$ cat src/rtl/scm_defines.svh
// constants for the calibration test mode block: offsets, fields, resets, timing
`ifndef SCM_DEFINES_SVH
`define SCM_DEFINES_SVH

// ----------------------------------------------------------------
// register map
// ----------------------------------------------------------------
`define SCM_ADDR_W          12
`define SCM_CTRL_OFS        12'h000
`define SCM_STATUS_OFS      12'h004
`define SCM_CTRL_RST        32'h0000_0000

// ----------------------------------------------------------------
// control fields
// ----------------------------------------------------------------
`define SCM_CTRL_INHIBIT    0
`define SCM_CTRL_MUTE_REQ   1
`define SCM_CTRL_MUTE_STOP  2

// ----------------------------------------------------------------
// status fields
// ----------------------------------------------------------------
`define SCM_ST_CAL          0
`define SCM_ST_MUTE         1
`define SCM_ST_LATCH        2
`define SCM_ST_PHOTO        3
`define SCM_ST_ROUTE        4
`define SCM_ST_MODE_LO      8
`define SCM_ST_MODE_HI      9
`define SCM_ST_PHASE_LO     16
`define SCM_ST_PHASE_HI     22

// ----------------------------------------------------------------
// timing
// ----------------------------------------------------------------
`define SCM_QUAL_EDGES      2
`define SCM_BIST_PERIOD     128
`define SCM_BIST_ACTIVE     8
`define SCM_OSC_PERIOD_US   7900
`define SCM_MUTE_WINDOW_MIN 8
`define SCM_MUTE_WINDOW_TICKS ((`SCM_MUTE_WINDOW_MIN * 60 * 1000000) / `SCM_OSC_PERIOD_US)

`endif

$ cat src/rtl/scm_pkg.sv
// types shared by the calibration test mode block
package scm_pkg;

  // ----------------------------------------------------------------
  // operating mode of the test/mute pin qualifier
  // ----------------------------------------------------------------
  typedef enum logic [1:0] {
    MODE_NORMAL,
    MODE_ENTERING,
    MODE_CAL,
    MODE_EXITING
  } scm_mode_e;

  // ----------------------------------------------------------------
  // pin levels that the normal sequencer would drive
  // ----------------------------------------------------------------
  typedef struct packed {
    logic emitter_drive;
    logic strobe_n;
    logic led_n;
    logic horn_drive_a;
    logic horn_drive_b;
  } scm_pins_s;

  // ----------------------------------------------------------------
  // auxiliary test routing controls
  // ----------------------------------------------------------------
  typedef struct packed {
    logic amp_route_en;
    logic aux_pins_en;
    logic gain_sel;
    logic route_sel;
    logic hyst_sel;
  } scm_aux_s;

endpackage

$ cat src/rtl/scm_cal_ctrl.sv
// calibration test mode controller with apb register access
// ----------------------------------------------------------------
// ----------------------------------------------------------------
`timescale 1ns/1ps
`default_nettype none
`include "scm_defines.svh"

module scm_cal_ctrl #(
  parameter int unsigned MUTE_WINDOW_TICKS = `SCM_MUTE_WINDOW_TICKS
) (
  input  wire logic                   i_ref_clk,
  input  wire logic                   i_sys_rst,
  // apb slave
  input  wire logic                   i_psel,
  input  wire logic                   i_penable,
  input  wire logic                   i_pwrite,
  input  wire logic [`SCM_ADDR_W-1:0] i_paddr,
  input  wire logic [31:0]            i_pwdata,
  output logic [31:0]                 o_prdata,
  output logic                        o_pready,
  output logic                        o_pslverr,
  // pin sense
  input  wire logic                   i_test_below_gnd,
  input  wire logic                   i_test_floating,
  input  wire logic                   i_timebase_pin,
  input  wire logic                   i_io_pin,
  input  wire logic                   i_supply_trip_input,
  input  wire logic                   i_feedback,
  // internal state to expose
  input  wire logic                   i_smoke_latch,
  input  wire logic                   i_photo_cmp,
  input  wire logic                   i_mute_req,
  input  wire scm_pkg::scm_pins_s     i_norm_pins,
  // pins
  output logic                        o_emitter_drive,
  output logic                        o_strobe_n,
  output logic                        o_led_n,
  output logic                        o_horn_drive_a,
  output logic                        o_horn_drive_b,
  output logic                        o_amp_route_en,
  output logic                        o_aux_pins_en,
  output logic                        o_gain_sel,
  output logic                        o_route_sel,
  output logic                        o_hyst_sel,
  output logic                        o_cal_mode,
  output logic                        o_mute_active
);

  scm_pkg::scm_mode_e mode_q;
  logic [1:0]         qual_cnt_q;
  logic               tb_q;
  logic               tb_rise;
  logic               cal;
  logic [31:0]        ctrl_q;
  logic               mute_start;
  logic               mute_stop;
  logic               mute_active;
  logic               bist_n;
  logic [6:0]         phase;
  scm_pkg::scm_pins_s pins_q;
  scm_pkg::scm_aux_s  aux_q;
  logic               wr_en;
  logic               setup;
  logic               ctrl_wr;
  logic [31:0]        status_word;

  // ----------------------------------------------------------------
  // register decode
  // ----------------------------------------------------------------
  // one decode per register keeps the read mux, the write path and the
  // silence timer requests from drifting apart
  function automatic logic is_ctrl(input logic [`SCM_ADDR_W-1:0] a);
    return a == `SCM_CTRL_OFS;
  endfunction

  function automatic logic is_status(input logic [`SCM_ADDR_W-1:0] a);
    return a == `SCM_STATUS_OFS;
  endfunction

  function automatic logic addr_ok(input logic [`SCM_ADDR_W-1:0] a);
    return is_ctrl(a) || is_status(a);
  endfunction

  // ----------------------------------------------------------------
  // timebase edge: one rising edge per oscillator cycle
  // ----------------------------------------------------------------
  always_ff @(posedge i_ref_clk or posedge i_sys_rst) begin
    if (i_sys_rst) begin
      tb_q <= 1'b0;
    end else begin
      tb_q <= i_timebase_pin;
    end
  end

  assign tb_rise = i_timebase_pin && !tb_q;
  assign cal     = (mode_q == scm_pkg::MODE_CAL) || (mode_q == scm_pkg::MODE_EXITING);

  // ----------------------------------------------------------------
  // mode qualifier
  // ----------------------------------------------------------------
  // two rising edges bound one whole cycle, so a glitch shorter than a
  // cycle never flips the pin functions under a running fixture
  always_ff @(posedge i_ref_clk or posedge i_sys_rst) begin
    if (i_sys_rst) begin
      mode_q     <= scm_pkg::MODE_NORMAL;
      qual_cnt_q <= 2'h0;
    end else begin
      unique case (mode_q)
        scm_pkg::MODE_NORMAL: begin
          qual_cnt_q <= 2'h0;
          if (i_test_below_gnd && !ctrl_q[`SCM_CTRL_INHIBIT]) begin
            mode_q <= scm_pkg::MODE_ENTERING;
          end
        end
        scm_pkg::MODE_ENTERING: begin
          if (!i_test_below_gnd || ctrl_q[`SCM_CTRL_INHIBIT]) begin
            mode_q <= scm_pkg::MODE_NORMAL;
          end else if (tb_rise) begin
            if (qual_cnt_q == 2'(`SCM_QUAL_EDGES - 1)) begin
              mode_q <= scm_pkg::MODE_CAL;
            end
            qual_cnt_q <= qual_cnt_q + 2'h1;
          end
        end
        scm_pkg::MODE_CAL: begin
          qual_cnt_q <= 2'h0;
          if (i_test_floating) begin
            mode_q <= scm_pkg::MODE_EXITING;
          end
        end
        scm_pkg::MODE_EXITING: begin
          if (!i_test_floating) begin
            mode_q     <= scm_pkg::MODE_CAL;
            qual_cnt_q <= 2'h0;
          end else if (tb_rise) begin
            if (qual_cnt_q == 2'(`SCM_QUAL_EDGES - 1)) begin
              mode_q <= scm_pkg::MODE_NORMAL;
            end
            qual_cnt_q <= qual_cnt_q + 2'h1;
          end
        end
      endcase
    end
  end

  // ----------------------------------------------------------------
  // silence timer and its built-in test
  // ----------------------------------------------------------------
  // software start and the pin request share one path; lost smoke wins
  assign ctrl_wr    = wr_en && is_ctrl(i_paddr);
  assign mute_start = (i_mute_req || (ctrl_wr && i_pwdata[`SCM_CTRL_MUTE_REQ]))
                      && i_smoke_latch;
  assign mute_stop  = !i_smoke_latch || (ctrl_wr && i_pwdata[`SCM_CTRL_MUTE_STOP]);

  scm_silence_timer #(
    .WINDOW_TICKS (MUTE_WINDOW_TICKS),
    .BIST_PERIOD  (`SCM_BIST_PERIOD),
    .BIST_ACTIVE  (`SCM_BIST_ACTIVE)
  ) u_silence_timer (
    .i_ref_clk (i_ref_clk),
    .i_sys_rst (i_sys_rst),
    .i_tick    (tb_rise),
    .i_cal     (cal),
    .i_start   (mute_start),
    .i_stop    (mute_stop),
    .o_active  (mute_active),
    .o_bist_n  (bist_n),
    .o_phase   (phase)
  );

  // ----------------------------------------------------------------
  // pin multiplexing
  // ----------------------------------------------------------------
  always_ff @(posedge i_ref_clk or posedge i_sys_rst) begin
    if (i_sys_rst) begin
      pins_q <= '{emitter_drive: 1'b0, strobe_n: 1'b1, led_n: 1'b1,
                  horn_drive_a: 1'b0, horn_drive_b: 1'b0};
    end else if (cal) begin
      pins_q.emitter_drive <= i_timebase_pin;
      pins_q.strobe_n      <= 1'b0;
      pins_q.led_n         <= bist_n;
      pins_q.horn_drive_a  <= i_smoke_latch;
      pins_q.horn_drive_b  <= i_photo_cmp;
    end else begin
      pins_q <= i_norm_pins;
    end
  end

  // the auxiliary controls only mean anything on the bench; in normal use
  // they sit low so the analog front end keeps its standby settings
  always_ff @(posedge i_ref_clk or posedge i_sys_rst) begin
    if (i_sys_rst) begin
      aux_q <= '0;
    end else if (cal && i_io_pin) begin
      aux_q.amp_route_en <= 1'b1;
      aux_q.aux_pins_en  <= 1'b1;
      aux_q.gain_sel     <= i_supply_trip_input;
      aux_q.route_sel    <= i_supply_trip_input;
      aux_q.hyst_sel     <= i_feedback;
    end else begin
      aux_q <= '0;
    end
  end

  // ----------------------------------------------------------------
  // mode and timer flags
  // ----------------------------------------------------------------
  // flags lag the internal state by one edge so every pin comes off a flop
  always_ff @(posedge i_ref_clk or posedge i_sys_rst) begin
    if (i_sys_rst) begin
      o_cal_mode    <= 1'b0;
      o_mute_active <= 1'b0;
    end else begin
      o_cal_mode    <= cal;
      o_mute_active <= mute_active;
    end
  end

  assign o_emitter_drive = pins_q.emitter_drive;
  assign o_strobe_n      = pins_q.strobe_n;
  assign o_led_n         = pins_q.led_n;
  assign o_horn_drive_a  = pins_q.horn_drive_a;
  assign o_horn_drive_b  = pins_q.horn_drive_b;
  assign o_amp_route_en  = aux_q.amp_route_en;
  assign o_aux_pins_en   = aux_q.aux_pins_en;
  assign o_gain_sel      = aux_q.gain_sel;
  assign o_route_sel     = aux_q.route_sel;
  assign o_hyst_sel      = aux_q.hyst_sel;

  // ----------------------------------------------------------------
  // apb slave
  // ----------------------------------------------------------------
  // one wait-free access: ready rises in the access phase from a flop set
  // during setup, so every answer takes exactly two cycles
  assign setup = i_psel && !i_penable;
  assign wr_en = i_psel && i_penable && o_pready && i_pwrite && !o_pslverr;

  always_ff @(posedge i_ref_clk or posedge i_sys_rst) begin
    if (i_sys_rst) begin
      o_pready  <= 1'b0;
      o_pslverr <= 1'b0;
    end else begin
      o_pready  <= setup;
      o_pslverr <= setup && !addr_ok(i_paddr);
    end
  end

  // ----------------------------------------------------------------
  // read data
  // ----------------------------------------------------------------
  // status is a snapshot taken at setup, so a field that moves during the
  // access cycle cannot tear the word
  always_comb begin
    status_word                                    = 32'h0000_0000;
    status_word[`SCM_ST_CAL]                       = cal;
    status_word[`SCM_ST_MUTE]                      = mute_active;
    status_word[`SCM_ST_LATCH]                     = i_smoke_latch;
    status_word[`SCM_ST_PHOTO]                     = i_photo_cmp;
    status_word[`SCM_ST_ROUTE]                     = aux_q.amp_route_en;
    status_word[`SCM_ST_MODE_HI:`SCM_ST_MODE_LO]   = mode_q;
    status_word[`SCM_ST_PHASE_HI:`SCM_ST_PHASE_LO] = phase;
  end

  // read data is zero outside the access cycle, so no stale word lingers
  always_ff @(posedge i_ref_clk or posedge i_sys_rst) begin
    if (i_sys_rst) begin
      o_prdata <= 32'h0000_0000;
    end else if (setup && !i_pwrite && is_ctrl(i_paddr)) begin
      o_prdata <= {31'h0, ctrl_q[`SCM_CTRL_INHIBIT]};
    end else if (setup && !i_pwrite && is_status(i_paddr)) begin
      o_prdata <= status_word;
    end else begin
      o_prdata <= 32'h0000_0000;
    end
  end

  // request bits are self-clearing; only the inhibit bit is stored
  always_ff @(posedge i_ref_clk or posedge i_sys_rst) begin
    if (i_sys_rst) begin
      ctrl_q <= `SCM_CTRL_RST;
    end else if (ctrl_wr) begin
      ctrl_q <= {31'h0, i_pwdata[`SCM_CTRL_INHIBIT]};
    end
  end

endmodule // scm_cal_ctrl

`default_nettype wire

$ cat src/rtl/scm_silence_timer.sv
// silence timer with a free-running built-in test pattern for calibration
`timescale 1ns/1ps
`default_nettype none
`include "scm_defines.svh"

module scm_silence_timer #(
  parameter int unsigned WINDOW_TICKS = `SCM_MUTE_WINDOW_TICKS,
  parameter int unsigned BIST_PERIOD  = `SCM_BIST_PERIOD,
  parameter int unsigned BIST_ACTIVE  = `SCM_BIST_ACTIVE
) (
  input  wire logic        i_ref_clk,
  input  wire logic        i_sys_rst,
  input  wire logic        i_tick,
  input  wire logic        i_cal,
  input  wire logic        i_start,
  input  wire logic        i_stop,
  output logic             o_active,
  output logic             o_bist_n,
  output logic [6:0]       o_phase
);

  localparam int CW = $clog2(WINDOW_TICKS + 1);

  logic [CW-1:0] win_q;
  logic [6:0]    phase_q;

  // ----------------------------------------------------------------
  // mute window, counted in timebase cycles
  // ----------------------------------------------------------------
  always_ff @(posedge i_ref_clk or posedge i_sys_rst) begin
    if (i_sys_rst) begin
      win_q    <= '0;
      o_active <= 1'b0;
    // a start that meets a stop wins; calibration still ends the window
    end else if (i_cal || (i_stop && !i_start)) begin
      win_q    <= '0;
      o_active <= 1'b0;
    end else if (i_start) begin
      win_q    <= '0;
      o_active <= 1'b1;
    end else if (o_active && i_tick) begin
      if (win_q == CW'(WINDOW_TICKS - 1)) begin
        o_active <= 1'b0;
      end
      win_q <= win_q + CW'(1);
    end
  end

  // ----------------------------------------------------------------
  // calibration pattern: low for the first slots of each period
  // ----------------------------------------------------------------
  always_ff @(posedge i_ref_clk or posedge i_sys_rst) begin
    if (i_sys_rst) begin
      phase_q  <= '0;
      o_bist_n <= 1'b1;
    end else if (!i_cal) begin
      phase_q  <= '0;
      o_bist_n <= 1'b1;
    end else if (i_tick) begin
      phase_q  <= (phase_q == 7'(BIST_PERIOD - 1)) ? 7'h00 : phase_q + 7'h01;
      o_bist_n <= !(phase_q < 7'(BIST_ACTIVE));
    end
  end

  assign o_phase = phase_q;

endmodule // scm_silence_timer

`default_nettype wire

$ cat config.mk
export PLATFORM = sky130hd
export DESIGN_NAME = scm_cal_ctrl
export DESIGN_NICKNAME = d
export VERILOG_FILES = /design/src/rtl/scm_pkg.sv /design/src/rtl/scm_cal_ctrl.sv /design/src/rtl/scm_silence_timer.sv
export VERILOG_INCLUDE_DIRS = /design/src /design/src/rtl
export SDC_FILE = /design/constraint.sdc
export NUM_CORES = 1
export LEC_CHECK = 0
export BUFFER_PORTS_ARGS = -buffer_cell sky130_fd_sc_hd__clkbuf_2
export CORE_AREA = 2 2 82 84
export DETAILED_ROUTE_END_ITERATION = 6
export DIE_AREA = 0 0 84 86
export PLACE_DENSITY = 0.75
export SLEW_MARGIN = 0
export SYNTH_ARGS = -nofsm -noshare
export SYNTH_HDL_FRONTEND = slang
export SYNTH_SLANG_ARGS = --single-unit
$ cat constraint.sdc
create_clock -name i_ref_clk -period 1.8 [get_ports i_ref_clk]
set_clock_uncertainty 0.1 [all_clocks]
set_input_delay 0.36 -clock i_ref_clk [delete_from_list [all_inputs] [get_ports i_ref_clk]]
set_output_delay 0.36 -clock i_ref_clk [all_outputs]
set_load 0.05 [all_outputs]
Word level (Yosys, flattened, before mapping) --
Cells that the tools add are included.
Word-level totals: memory bits (read-only) 0, output and inout port bits 46, flip-flop bits (word level) 77, memories kept 0, memory bits (writable) 0, input port bits 63, bits in latches 0
Cells by class: reduce and logical (&&, ||, !) cells 41, equal/unequal tests 15, shift operators 0, order comparisons 1, bitwise operators 0, mux-type cells 29, $add $sub $neg 3, multiply operators 0, div/mod/pow operators 0
Operators with widths (count):
- $mux 16 | 3
- $mux 23 | 2
- $mux 2 | 11
- $mux 7 | 3
- $logic_and 1x1->1 | 18
- $add 16x1->16 const B | 1
- $eq 16x16->1 const B | 1
- $eq 12x3->1 const B | 1
- $logic_not 12->1 | 1
- $logic_not 1->1 | 10
- $mux 5 | 2
- $ne 3x2->1 const B | 3
- $pmux 2 s4 | 1
- $add 7x1->7 const B | 1
- $eq 7x7->1 const B | 1
- $lt 7x4->1 const B | 1
- $logic_or 1x1->1 | 6
- $mux 1 | 6
- $ne 2x2->1 const B | 3
- $pmux 2 s3 | 1
- $reduce_and 6->1 | 1
- $reduce_bool 3->1 | 2
- $eq 2x1->1 const B | 2
- $eq 2x2->1 const B | 2
- other kinds (6) | 6

Logic depth before layout (Yosys ltp) --
Gate-level depths: netlist (run 1).
depth after elaboration 13, depth in mapped cells 6

Hierarchy --
Synthesis (run 1) repeated with hierarchy kept, for this count alone.
Unflattened totals: cell total of the unflattened synthesis 256, area total of the unflattened synthesis 2746.4 um^2
By module, submodules not included:
- scm_cal_ctrl | times used 1, area an instance 1383.8 um^2, cells each 116
- scm_silence_timer | times used 1, area an instance 1362.6 um^2, cells each 140

Worst setup path before layout (run 1) --
OpenSTA, ideal clock, no wires.
kind register to register, from reg o_pready, to reg u_silence_timer.win_q[0], period minus slack after synthesis 1.818 ns, required time 1.579 ns, data arrival time 1.597 ns, cell stages (with the launch flop) 6, setup slack -0.018 ns, library setup time 0.121 ns, buffers on the path 1, cells stage by stage dfrtp_1 -> nand4_1 -> nor3_1 -> a311o_2 -> buf_2 -> nor2_1
Between the ends: cells in the longest elaborated chain, start to end 11, elaborated cells between the ends (all ways) 15
Ends and longest elaborated chain:
- from (decl) | line scm_cal_ctrl.sv:20 | output logic o_pready,
- from (signal assigned) | line scm_cal_ctrl.sv:243 | o_pready <= setup;
- $logic_and 1x1->1 (*) (3 in series) | line scm_cal_ctrl.sv:236 | assign wr_en = i_psel && i_penable && o_pready && i_pwrite && !o_pslverr;
- $logic_and 1x1->1 (*) | line scm_cal_ctrl.sv:150 | assign ctrl_wr = wr_en && is_ctrl(i_paddr);
- $logic_and 1x1->1 | line scm_cal_ctrl.sv:151 | assign mute_start = (i_mute_req || (ctrl_wr && i_pwdata[`SCM_CTRL_MUTE_REQ]))
- $logic_or 1x1->1 | line scm_cal_ctrl.sv:151
- $logic_and 1x1->1 | line scm_cal_ctrl.sv:151
- $logic_not 1->1 | line scm_silence_timer.sv:35 | end else if (i_cal || (i_stop && !i_start)) begin
- $logic_and 1x1->1 | line scm_silence_timer.sv:35
- $logic_or 1x1->1 | line scm_silence_timer.sv:35
- $reduce_bool 3->1 (no line) / $mux 16 (equally long branches)
- to (signal assigned) | line scm_silence_timer.sv:45 | win_q <= win_q + CW'(1);
- to (decl) | line scm_silence_timer.sv:24 | logic [CW-1:0] win_q;
Mark *: on every way between the ends. The rest lies on a longest branch, timed or not. A chain may end at the register's enable or synchronous reset.

Worst setup path after layout (run 1) --
from reg tb_q, to reg u_silence_timer.win_q[11]
Between the ends: cells in the longest elaborated chain, start to end 4
Ends and longest elaborated chain:
- from (decl) | line scm_cal_ctrl.sv:51 | logic tb_q;
- from (signal assigned) | line scm_cal_ctrl.sv:91 | tb_q <= i_timebase_pin;
- $logic_not 1->1 | line scm_cal_ctrl.sv:95 | assign tb_rise = i_timebase_pin && !tb_q;
- $logic_and 1x1->1 | line scm_cal_ctrl.sv:95
- $logic_and 1x1->1 | line scm_silence_timer.sv:41 | end else if (o_active && i_tick) begin
- $reduce_bool 3->1 (no line)
Every way passes these cells.

==> reports/summary.txt, run 1 <==
status -> finished, final reports clean
Initial Util -> 43.1%
Final Hold Fails -> 0
antenna violations before repair -> 0
Post-synth top flop -> dfrtp_1
number of global-route vias before repair -> 2,029
RD Place Congestion -> 0.868
Worst-path clk slew -> 70 ps
CTS root buf -> clkbuf_8
Sink Count -> 57
synthesized area -> 2710 µm²
CP Class -> reg2reg
worst-path maximum fanout -> 5
r2r setup slk -> 100 ps
Die Y -> 86 µm
RSZ-0062 raised after global routing -> false
endpoint type of the worst setup path -> flip-flop
ys async rst share -> 100%
Core Area -> 6280 µm²
Power Dens Cells -> 859 nW/µm²
WL met2 -> 2510 µm
Die X -> 84 µm
Pwr Total -> 2.92 mW
Tcrit/Tclk final -> 94.4%
FMAX -> 588 MHz
cell row count -> 29
r2r worst-path depth -> 4
Layout Cells excl Fill -> 418
Crit path required time -> 1960 ps
drt first pass iters -> 4
Area Growth Syn to Fin -> 25.3%
EDFF count, synth -> 0
TritonCTS clock tree -> built
area leader, netlist -> dfrtp_1
fin area -> 3390 µm²
Worst Path Arrival -> 1860 ps
Worst R2R Start -> tb_q$_DFF_PP0_
#FFs+latches synth -> 57
family with the most delay on the worst path -> simple AND/OR/NAND/NOR gates
Layout Utilization -> 54.1%
CP Launch Point -> tb_q$_DFF_PP0_
distinct cell type count after synthesis -> 50
placed cell area -> 3150 µm²
Max Buffers Root-to-Sink -> 2
final net count -> 403
# Max-Cap Violations -> 0
drt initial violations -> 85
final WL -> 5340 µm
Hold WS -> 134 ps
remaining antenna violation count -> 0
grt ovf -> 0
routed vias/inst -> 4.99
Wirelength per Cell -> 12.8 µm
H-tree Lvls -> 3
full die area -> 7220 µm²
worst skew pair latency -> 330 ps
Post-DP HPWL -> 3990 µm
top cell type's share of synthesized area -> 49.9%
largest net degree at the start of global routing -> 36
most common cell in the netlist -> dfrtp_1
worst vdd rail ir drop -> 0.500 mV
top post-synthesis cells by count -> 54 x dfrtp_1, 22 x nor2_1, 20 x buf_4
Startpoint Class -> flip-flop
total number of yosys warnings -> 0
Worst Slack Setup Final -> 100 ps
Buf+Inv Stages, Crit Path -> 0
CTS buffer count -> 9
first-pass GRT wire length -> 9230 µm
Max stage delay cell, worst path -> or4_1
Top Ports -> 109
layout cells sized above 1 -> 34.6%
Critical Path, Cell by Cell -> and4b_2 > nand2_2 > or4_1 > a21oi_1
worst min-delay path class -> in2reg
Finish-stage setup viols -> 0
gr usage total -> 16.0%
Leak -> 1.66 nW
stages on the worst setup path -> 4
Avg Cell Area, Syn -> 10.6 µm²
Tmin final -> 1700 ps
M1 wire length -> 2400 µm
Area contributors post-synth -> dfrtp_1 50%, buf_4 5.5%, nor2_1 3.0%
Cells after Synth -> 255
Post-CTS Setup Inserts -> 0
Critical Path Sink -> u_silence_timer.win_q[11]$_DFFE_PP0P_
sequential area share after synthesis -> 52.8%
Top Layer Used -> met4
pre-CTS WS -> 3.49 ps
met3 WL -> 317 µm
Max stage delay on crit path -> 480 ps
Ant. Diodes -> 0
routed via count -> 2,084
placed cells -> 401
PortBufs -> 61
worst r2r dst -> u_silence_timer.win_q[11]$_DFFE_PP0P_
post-route setup TNS -> 0 ps
Slew Viols, Final -> 0
drc violations -> 0
## area by class of cell
type / count / area (µm²)
Clock inverter: 5 / 77.6
Clock buffer: 11 / 151
Sequential cell: 57 / 1430
Timing Repair Buffer: 81 / 483
Tap cell: 77 / 96.3
Fill cell: 563 / 2880
Inverter: 9 / 37.5
Multi-Input combinational cell: 178 / 1120
## registers in the layout, indices dropped and copies added (netlist names), 2 cells and up
name                     count
u_silence_timer.win_q       16
o_prdata                    14
u_silence_timer.o_phase      7
mode_q                       2
qual_cnt_q                   2
## cells in the final DEF, fill, tap and decap left out, types with 2 or more instances in the layout
cell	instances
clkbuf_8	11
nand2b_1	5
mux2_2	4
dfrtp_1	53
nand2_1	12
a31oi_1	2
xor2_1	8
ha_1	4
nand3_1	8
nor3_1	4
and2_1	13
buf_4	17
dfstp_2	3
a21oi_1	9
bufinv_16	2
o31ai_1	3
nand4_1	7
conb_1	18
clkinv_2	2
clkinvlp_4	2
inv_1	8
and3_1	10
nor4_1	3
and2_2	3
xnor2_1	8
or2_2	2
nor2_1	22
or4_1	3
nor2b_1	2
nor4b_1	2
buf_12	2
o21ai_0	7
clkbuf_2	61
## worst min-delay path by stage
stage | start | endpoint | slack (ps) | cells after the start
6_report | i_norm_pins[3] | o_strobe_n$_DFF_PP1_ | 130 | 2
5_1_grt | i_norm_pins[3] | o_strobe_n$_DFF_PP1_ | 110 | 2
4_1_cts | i_norm_pins[3] | o_strobe_n$_DFF_PP1_ | 120 | 2
3_5_place_dp | i_sys_rst | o_emitter_drive$_DFF_PP0_ | 340 | 3
3_3_place_gp | i_sys_rst | o_emitter_drive$_DFF_PP0_ | 330 | 3
2_1_floorplan | i_timebase_pin | tb_q$_DFF_PP0_ | 290 | 0
## kinds of logic (layout without fill, tap and decap cells)
family	Yosys count	after routing	share of synthesized area, %
compound gates	31	31	7.39
xor+xnor	16	16	5.18
fa+ha+maj	4	4	1.85
buf+inv	37	106	8.36
flops	57	57	52.8
mux	4	4	1.66
other cells	1	18	0.138
simple gates	105	105	22.6
## per-layer routing
layer,vias to the layer above,track usage [%]
met1,996,21.2
li1,1008,-
met3,9,3.08
met5,-,0
met2,71,25.6
met4,0,7.48
## power by group
part	total [mW]	switching, mW	leakage [nW]	internal (mW)
sequential	1.30	0.00656	0.765	1.30
clock	1.35	0.505	0.115	0.849
combinational	0.257	0.192	0.778	0.0651
## repair_timing
action / 4_1_cts / 5_1_grt
hold buffers: 1 / 0
setup endpoints to repair: 0 / 3
gates resized for setup: 0 / 1
hold endpoints to repair: 22 / 0
No activity file was read; power rests on OpenSTA's default activity.
==> inputs of run 2 (changes only) <==
--- a/config.mk
+++ b/config.mk
@@ -10,7 +10,10 @@
 export CORE_AREA = 2 2 82 84
 export DETAILED_ROUTE_END_ITERATION = 6
 export DIE_AREA = 0 0 84 86
+export MAX_ROUTING_LAYER = met4
 export PLACE_DENSITY = 0.75
+export RECOVER_POWER = 25
+export SKIP_LAST_GASP = 1
 export SLEW_MARGIN = 0
 export SYNTH_ARGS = -nofsm -noshare
 export SYNTH_HDL_FRONTEND = slang
==> reports/summary.txt, run 2 (same netlist as run 1, synthesis figures left out) <==
status -> finished, final reports clean
r2r setup slk -> 110 ps (about the same)
RD Place Congestion -> 0.882 (+1.6%)
final net count -> 403 (unchanged)
H-tree Lvls -> 3 (unchanged)
number of global-route vias before repair -> 2,035 (+0.30%)
drt initial violations -> 63 (-26%)
endpoint type of the worst setup path -> flip-flop
full die area -> 7220 µm² (unchanged)
Worst slew margin -> 43.6%
Top Ports -> 109 (unchanged)
Worst-path clk slew -> 70 ps (about the same)
Slew Viols, Final -> 0 (unchanged)
post-route setup TNS -> 0 ps (unchanged)
Worst Path Arrival -> 1850 ps (about the same)
CP Class -> reg2reg
Power Dens Cells -> 861 nW/µm² (+0.26%)
Startpoint Class -> flip-flop
FMAX -> 590 MHz (+0.32%)
drt first pass iters -> 4 (unchanged)
worst skew pair latency -> 330 ps (about the same)
routed vias/inst -> 5.00 (+0.34%)
Pwr Total -> 2.91 mW (-0.11%)
Tmin final -> 1690 ps (-5.44 ps)
Worst Slack Setup Final -> 106 ps (+5.44 ps)
# Max-Cap Violations -> 0 (unchanged)
Initial Util -> 43.1% (unchanged)
final WL -> 5310 µm (-0.51%)
Final Hold Fails -> 0 (unchanged)
Crit path required time -> 1960 ps (about the same)
Worst R2R Start -> tb_q$_DFF_PP0_
antenna violations before repair -> 0 (unchanged)
layout cells sized above 1 -> 33.4% (-1.2 points)
CTS root buf -> clkbuf_8
Critical Path, Cell by Cell -> and4b_2 > nand2_2 > or4_1 > a21oi_1
Die Y -> 86 µm (unchanged)
Sink Count -> 57 (unchanged)
family with the most delay on the worst path -> simple AND/OR/NAND/NOR gates
Hold Path Stages -> 2 (unchanged)
Max stage delay cell, worst path -> or4_1
r2r worst-path depth -> 4 (unchanged)
gr usage total -> 16.6% (+0.57 points)
PortBufs -> 61 (unchanged)
Finish-stage setup viols -> 0 (unchanged)
Area Growth Syn to Fin -> 24.9%
cell row count -> 29 (unchanged)
Buf+Inv Stages, Crit Path -> 0 (unchanged)
Hold EP -> o_strobe_n$_DFF_PP1_
remaining antenna violation count -> 0 (unchanged)
Max Buffers Root-to-Sink -> 2 (unchanged)
commonest non-fill, non-tap cell in the layout -> clkbuf_2
Core Area -> 6280 µm² (unchanged)
first-pass GRT wire length -> 9250 µm (+0.22%)
Wirelength per Cell -> 12.7 µm (-0.51%)
Leak -> 1.64 nW (-0.94%)
worst-path maximum fanout -> 5 (unchanged)
most frequent cells in the layout -> 60 x clkbuf_2, 53 x dfrtp_1, 22 x nor2_1
worst vdd rail ir drop -> 0.500 mV (about the same)
routed via count -> 2,091 (+0.34%)
Comb pwr share -> 8.7% (about the same)
sequential power share -> 44.8% (about the same)
worst r2r dst -> u_silence_timer.win_q[11]$_DFFE_PP0P_
CTS buffer count -> 9 (unchanged)
Post-CTS Setup Inserts -> 0 (unchanged)
max reg flops -> 16 (unchanged)
Die X -> 84 µm (unchanged)
worst min-delay path class -> in2reg
fill count -> 567 (+0.71%)
Max stage delay on crit path -> 480 ps (about the same)
Ant. Diodes -> 0 (unchanged)
beginning of the worst hold path -> i_norm_pins[3]
NetSw -> 0.703 mW (-0.11%)
fin area -> 3380 µm² (-0.37%)
Slew @ Worst Pin -> 847 ps
Biggest register -> u_silence_timer.win_q
largest net degree at the start of global routing -> 36 (unchanged)
Layout Utilization -> 53.9% (-0.20 points)
internal power -> 2.21 mW (-0.11%)
placed cell area -> 3150 µm² (unchanged)
pre-CTS WS -> 3.49 ps (unchanged)
TritonCTS clock tree -> built
Tcrit/Tclk final -> 94.1% (-0.30 points)
Clk pwr share -> 46.5% (about the same)
drc violations -> 0 (unchanged)
sw frac -> 24.1% (about the same)
RSZ-0062 raised after global routing -> false
Post-DP HPWL -> 3990 µm (unchanged)
grt ovf -> 0 (unchanged)
==> run 2: cell count changes in the layout (fill, tap and decap cells not counted) <==
cell | before | now
clkbuf_1 | 0 | 4
buf_4 | 17 | 14
and2_0 | 0 | 1
and2_1 | 13 | 12
clkbuf_2 | 61 | 60
==> run 2: timing repair <==
item	in CTS	in global routing
gates resized for setup	0	1
endpoints found under the setup margin	0	3
hold buffers	1	0
endpoints found under the hold margin	22	0
==> run 2: per-layer routing <==
layer | routed length (µm) | GRT usage, % | share of wire, % | up-vias
met3 | 308 | 3.18 | 5.8 | 9
met5 | 0 | - | 0 | -
met2 | 2530 | 25.6 | 48 | 70
met1 | 2380 | 21.4 | 45 | 1004
li1 | - | - | - | 1008
met4 | 98 | 7.48 | 1.8 | 0
==> run 2: layout make-up <==
cell class	instances	area (µm²)	area share, %
clock inverter	5	77.6	2.29
clock buffer	11	151	4.48
inverter	9	37.5	1.11
sequential	57	1430	42.3
tap	77	96.3	2.85
timing repair buffer	81	470	13.9
multi-input combinational	178	1120	33.0
==> run 2: worst max-delay path by stage <==
| stage | startpoint | to | slack (ps) | cells after the start |
|---|---|---|---|---|
| global placement | i_timebase_pin | u_silence_timer.win_q[11]$_DFFE_PP0P_ | 50 | 5 |
| global route | u_silence_timer.win_q[0]$_DFFE_PP0P_ | u_silence_timer.o_active$_DFFE_PP0P_ | 5 | 6 |
| floorplan | o_pslverr$_DFF_PP0_ | u_silence_timer.win_q[0]$_DFFE_PP0P_ | 80 | 4 |
| detailed placement | i_timebase_pin | u_silence_timer.win_q[11]$_DFFE_PP0P_ | 3 | 5 |
| CTS | tb_q$_DFF_PP0_ | u_silence_timer.win_q[11]$_DFFE_PP0P_ | 40 | 4 |
| finish | tb_q$_DFF_PP0_ | u_silence_timer.win_q[11]$_DFFE_PP0P_ | 110 | 4 |
==> run 2: stage by stage <==
stage | hold slack (ps) | cells
floorplan | 291 | 272
global placement | 335 | 401
detailed placement | 339 | 401
CTS | 121 | 418
global route | 111 | 418
finish | 135 | 418
==> run 2: power by group through the flow <==
stage                     Combinational [mW]  Clock [mW]  Sequential [mW]
after floorplan                        0.166           0             1.37
after global placement                 0.254           0             1.33
after detailed placement               0.257           0             1.33
after CTS                              0.259        1.39             1.30
after global routing                   0.276        1.45             1.30
final                                  0.255        1.35             1.30
==> inputs of run 3 (changes only) <==
--- a/config.mk
+++ b/config.mk
@@ -7,9 +7,9 @@
 export NUM_CORES = 1
 export LEC_CHECK = 0
 export BUFFER_PORTS_ARGS = -buffer_cell sky130_fd_sc_hd__clkbuf_2
-export CORE_AREA = 2 2 82 84
+export CORE_AREA = 2 2 74 93
 export DETAILED_ROUTE_END_ITERATION = 6
-export DIE_AREA = 0 0 84 86
+export DIE_AREA = 0 0 76 95
 export MAX_ROUTING_LAYER = met4
 export PLACE_DENSITY = 0.75
 export RECOVER_POWER = 25
==> reports/summary.txt, run 3 (same netlist as run 1, synthesis figures left out) <==
status -> finished, final reports clean
Worst slew margin -> 58.8% (+15 points)
grt ovf -> 0 (unchanged)
Tcrit/Tclk final -> 95.2% (+1.1 points)
Leak -> 1.60 nW (-2.4%)
layout cells sized above 1 -> 33.5% (+0.098 points)
Sink Count -> 57 (unchanged)
antenna violations before repair -> 0 (unchanged)
internal power -> 1.85 mW (-16%)
sequential power share -> 51.0% (+6.2 points)
beginning of the worst hold path -> i_norm_pins[3]
Final Hold Fails -> 0 (unchanged)
final net count -> 402 (-0.25%)
Initial Util -> 42.3% (-0.83 points)
max reg flops -> 16 (unchanged)
Top Ports -> 109 (unchanged)
FMAX -> 584 MHz (-1.1%)
Worst R2R Start -> u_silence_timer.win_q[4]$_DFFE_PP0P_
Max Buffers Root-to-Sink -> 2 (unchanged)
TritonCTS clock tree -> built
routed vias/inst -> 4.91 (-1.8%)
area taken by multi-input logic gates -> 1120 µm² (+0.56%)
drc violations -> 0 (unchanged)
drt first pass iters -> 4 (unchanged)
Layout Cells excl Fill -> 427 (+2.2%)
CTS root buf -> clkbuf_8
worst skew pair latency -> 340 ps (about the same)
r2r setup slk -> 90 ps (-20 ps)
# Max-Cap Violations -> 0 (unchanged)
cell row count -> 33 (+14%)
sw frac -> 27.9% (+3.8 points)
Worst Path Arrival -> 1880 ps (+30 ps)
Buf+Inv Stages, Crit Path -> 0 (unchanged)
Slew @ Worst Pin -> 618 ps (-229 ps)
Area Growth Syn to Fin -> 22.5%
placed cells -> 410 (+2.2%)
gr usage total -> 16.7% (+0.11 points)
Critical Path, Cell by Cell -> and4_4 > nand4_4 > or4_1 > a21oi_1
r2r worst-path depth -> 4 (unchanged)
drt initial violations -> 89 (+41%)
Max stage delay on crit path -> 520 ps (+40 ps)
Die X -> 76 µm (-9.5%)
commonest non-fill, non-tap cell in the layout -> clkbuf_2
worst vdd rail ir drop -> 0.392 mV (-22%)
Slew Viols, Final -> 0 (unchanged)
number of global-route vias before repair -> 2,095 (+2.9%)
Post-DP HPWL -> 3930 µm (-1.6%)
Max stage delay cell, worst path -> or4_1
family with the most delay on the worst path -> simple AND/OR/NAND/NOR gates
Register Area -> 1430 µm² (unchanged)
remaining antenna violation count -> 0 (unchanged)
Power Dens Cells -> 771 nW/µm² (-10%)
Post-CTS Setup Inserts -> 0 (unchanged)
Hold EP -> o_strobe_n$_DFF_PP1_
first-pass GRT wire length -> 9110 µm (-1.6%)
post-route setup TNS -> 0 ps (unchanged)
CTS buffer count -> 9 (unchanged)
worst-path maximum fanout -> 7 (+2)
Core Area -> 6400 µm² (+2.0%)
H-tree Lvls -> 3 (unchanged)
worst r2r dst -> u_silence_timer.win_q[15]$_DFFE_PP0P_
fill count -> 583 (+2.8%)
Worst-path clk slew -> 70 ps (about the same)
largest net degree at the start of global routing -> 32 (-11%)
Comb pwr share -> 9.8% (+1.1 points)
Startpoint Class -> flip-flop
Biggest register -> u_silence_timer.win_q
NetSw -> 0.714 mW (+1.6%)
worst min-delay path class -> in2reg
Die Y -> 95 µm (+10%)
CP Class -> reg2reg
Ant. Diodes -> 0 (unchanged)
Hold Path Stages -> 2 (unchanged)
Wirelength per Cell -> 12.6 µm (-0.80%)
endpoint type of the worst setup path -> flip-flop
RSZ-0062 raised after global routing -> false
Crit path required time -> 1960 ps (about the same)
Clk pwr share -> 39.2% (-7.3 points)
full die area -> 7220 µm² (about the same)
final WL -> 5380 µm (+1.3%)
most frequent cells in the layout -> 60 x clkbuf_2, 53 x dfrtp_1, 22 x nor2_1
RD Place Congestion -> 0.862 (-2.3%)
Finish-stage setup viols -> 0 (unchanged)
routed via count -> 2,098 (+0.33%)
PortBufs -> 61 (unchanged)
CP Launch Point -> u_silence_timer.win_q[4]$_DFFE_PP0P_
Tmin final -> 1710 ps (+19.1 ps)
-- run 3: cell count changes in the layout (fill, tap and decap cells not counted), sizes merged --
cell,delta
clkinv,+2
clkbuf,-2
bufinv,-2
clkinvlp,+1
-- run 3: worst max path at each step --
| stage | endpoint | cells past startpoint |
|---|---|---|
| floorplan | u_silence_timer.win_q[0]$_DFFE_PP0P_ | 4 |
| CTS | u_silence_timer.win_q[11]$_DFFE_PP0P_ | 4 |
| global placement | u_silence_timer.win_q[10]$_DFFE_PP0P_ | 5 |
| global route | u_silence_timer.win_q[15]$_DFFE_PP0P_ | 4 |
| finish | u_silence_timer.win_q[15]$_DFFE_PP0P_ | 4 |
| detailed placement | u_silence_timer.win_q[7]$_DFFE_PP0P_ | 5 |
-- run 3: metal layers --
metal | wire (µm) | share of wire (%) | global-route usage (%)
met3 | 333 | 6.2 | 4.30
met4 | 164 | 3.0 | 11.1
met1 | 2200 | 41 | 17.3
met5 | 0 | 0 | -
met2 | 2680 | 50 | 28.4
-- run 3: power groups by stage --
stage	Sequential (mW)	Combinational [mW]	Clock [mW]
detailed placement	1.33	0.255	0
finish	1.30	0.252	1.00
global placement	1.33	0.252	0
floorplan	1.37	0.166	0
global route	1.30	0.272	1.10
CTS	1.30	0.257	1.03
-- run 3: cell type report --
| class | instances | area share (%) |
|---|---|---|
| multi-input cells | 178 | 33.8 |
| clock inverters | 6 | 1.06 |
| well taps | 87 | 3.28 |
| inverters | 9 | 1.13 |
| clock buffers | 10 | 3.85 |
| repair buffers | 80 | 13.7 |
| flip-flops and latches | 57 | 43.2 |
-- run 3: per-stage QoR --
step / instance area [µm²] / utilization [%] / hold WS, ps / setup WS (ps) / power, mW
CTS: 3320 / 51.8 / 105 / 41.7 / 2.59
finish: 3320 / 51.8 / 115 / 86.8 / 2.56
detailed placement: 3150 / 49.1 / 363 / 21.5 / 1.58
global placement: 3150 / 49.1 / 353 / 83.2 / 1.58
floorplan: 2780 / - / 291 / 84.0 / 1.53
global route: 3320 / 51.8 / 120 / 18.7 / 2.67
-- run 3: what timing repair did --
| action | CTS | global route |
|---|---|---|
| setup endpoints to repair | 0 | 3 |
| hold endpoints to repair | 26 | 0 |
| hold buffers | 1 | 0 |
| resized for setup | 0 | 2 |
-- run 3: worst register-to-register path: cells and delay by family (launching register included) --
kind	cells	cell delay [ps]
DFF	1	460
AOI/OAI and AO/OA	1	150
and+or+nand+nor	3	920
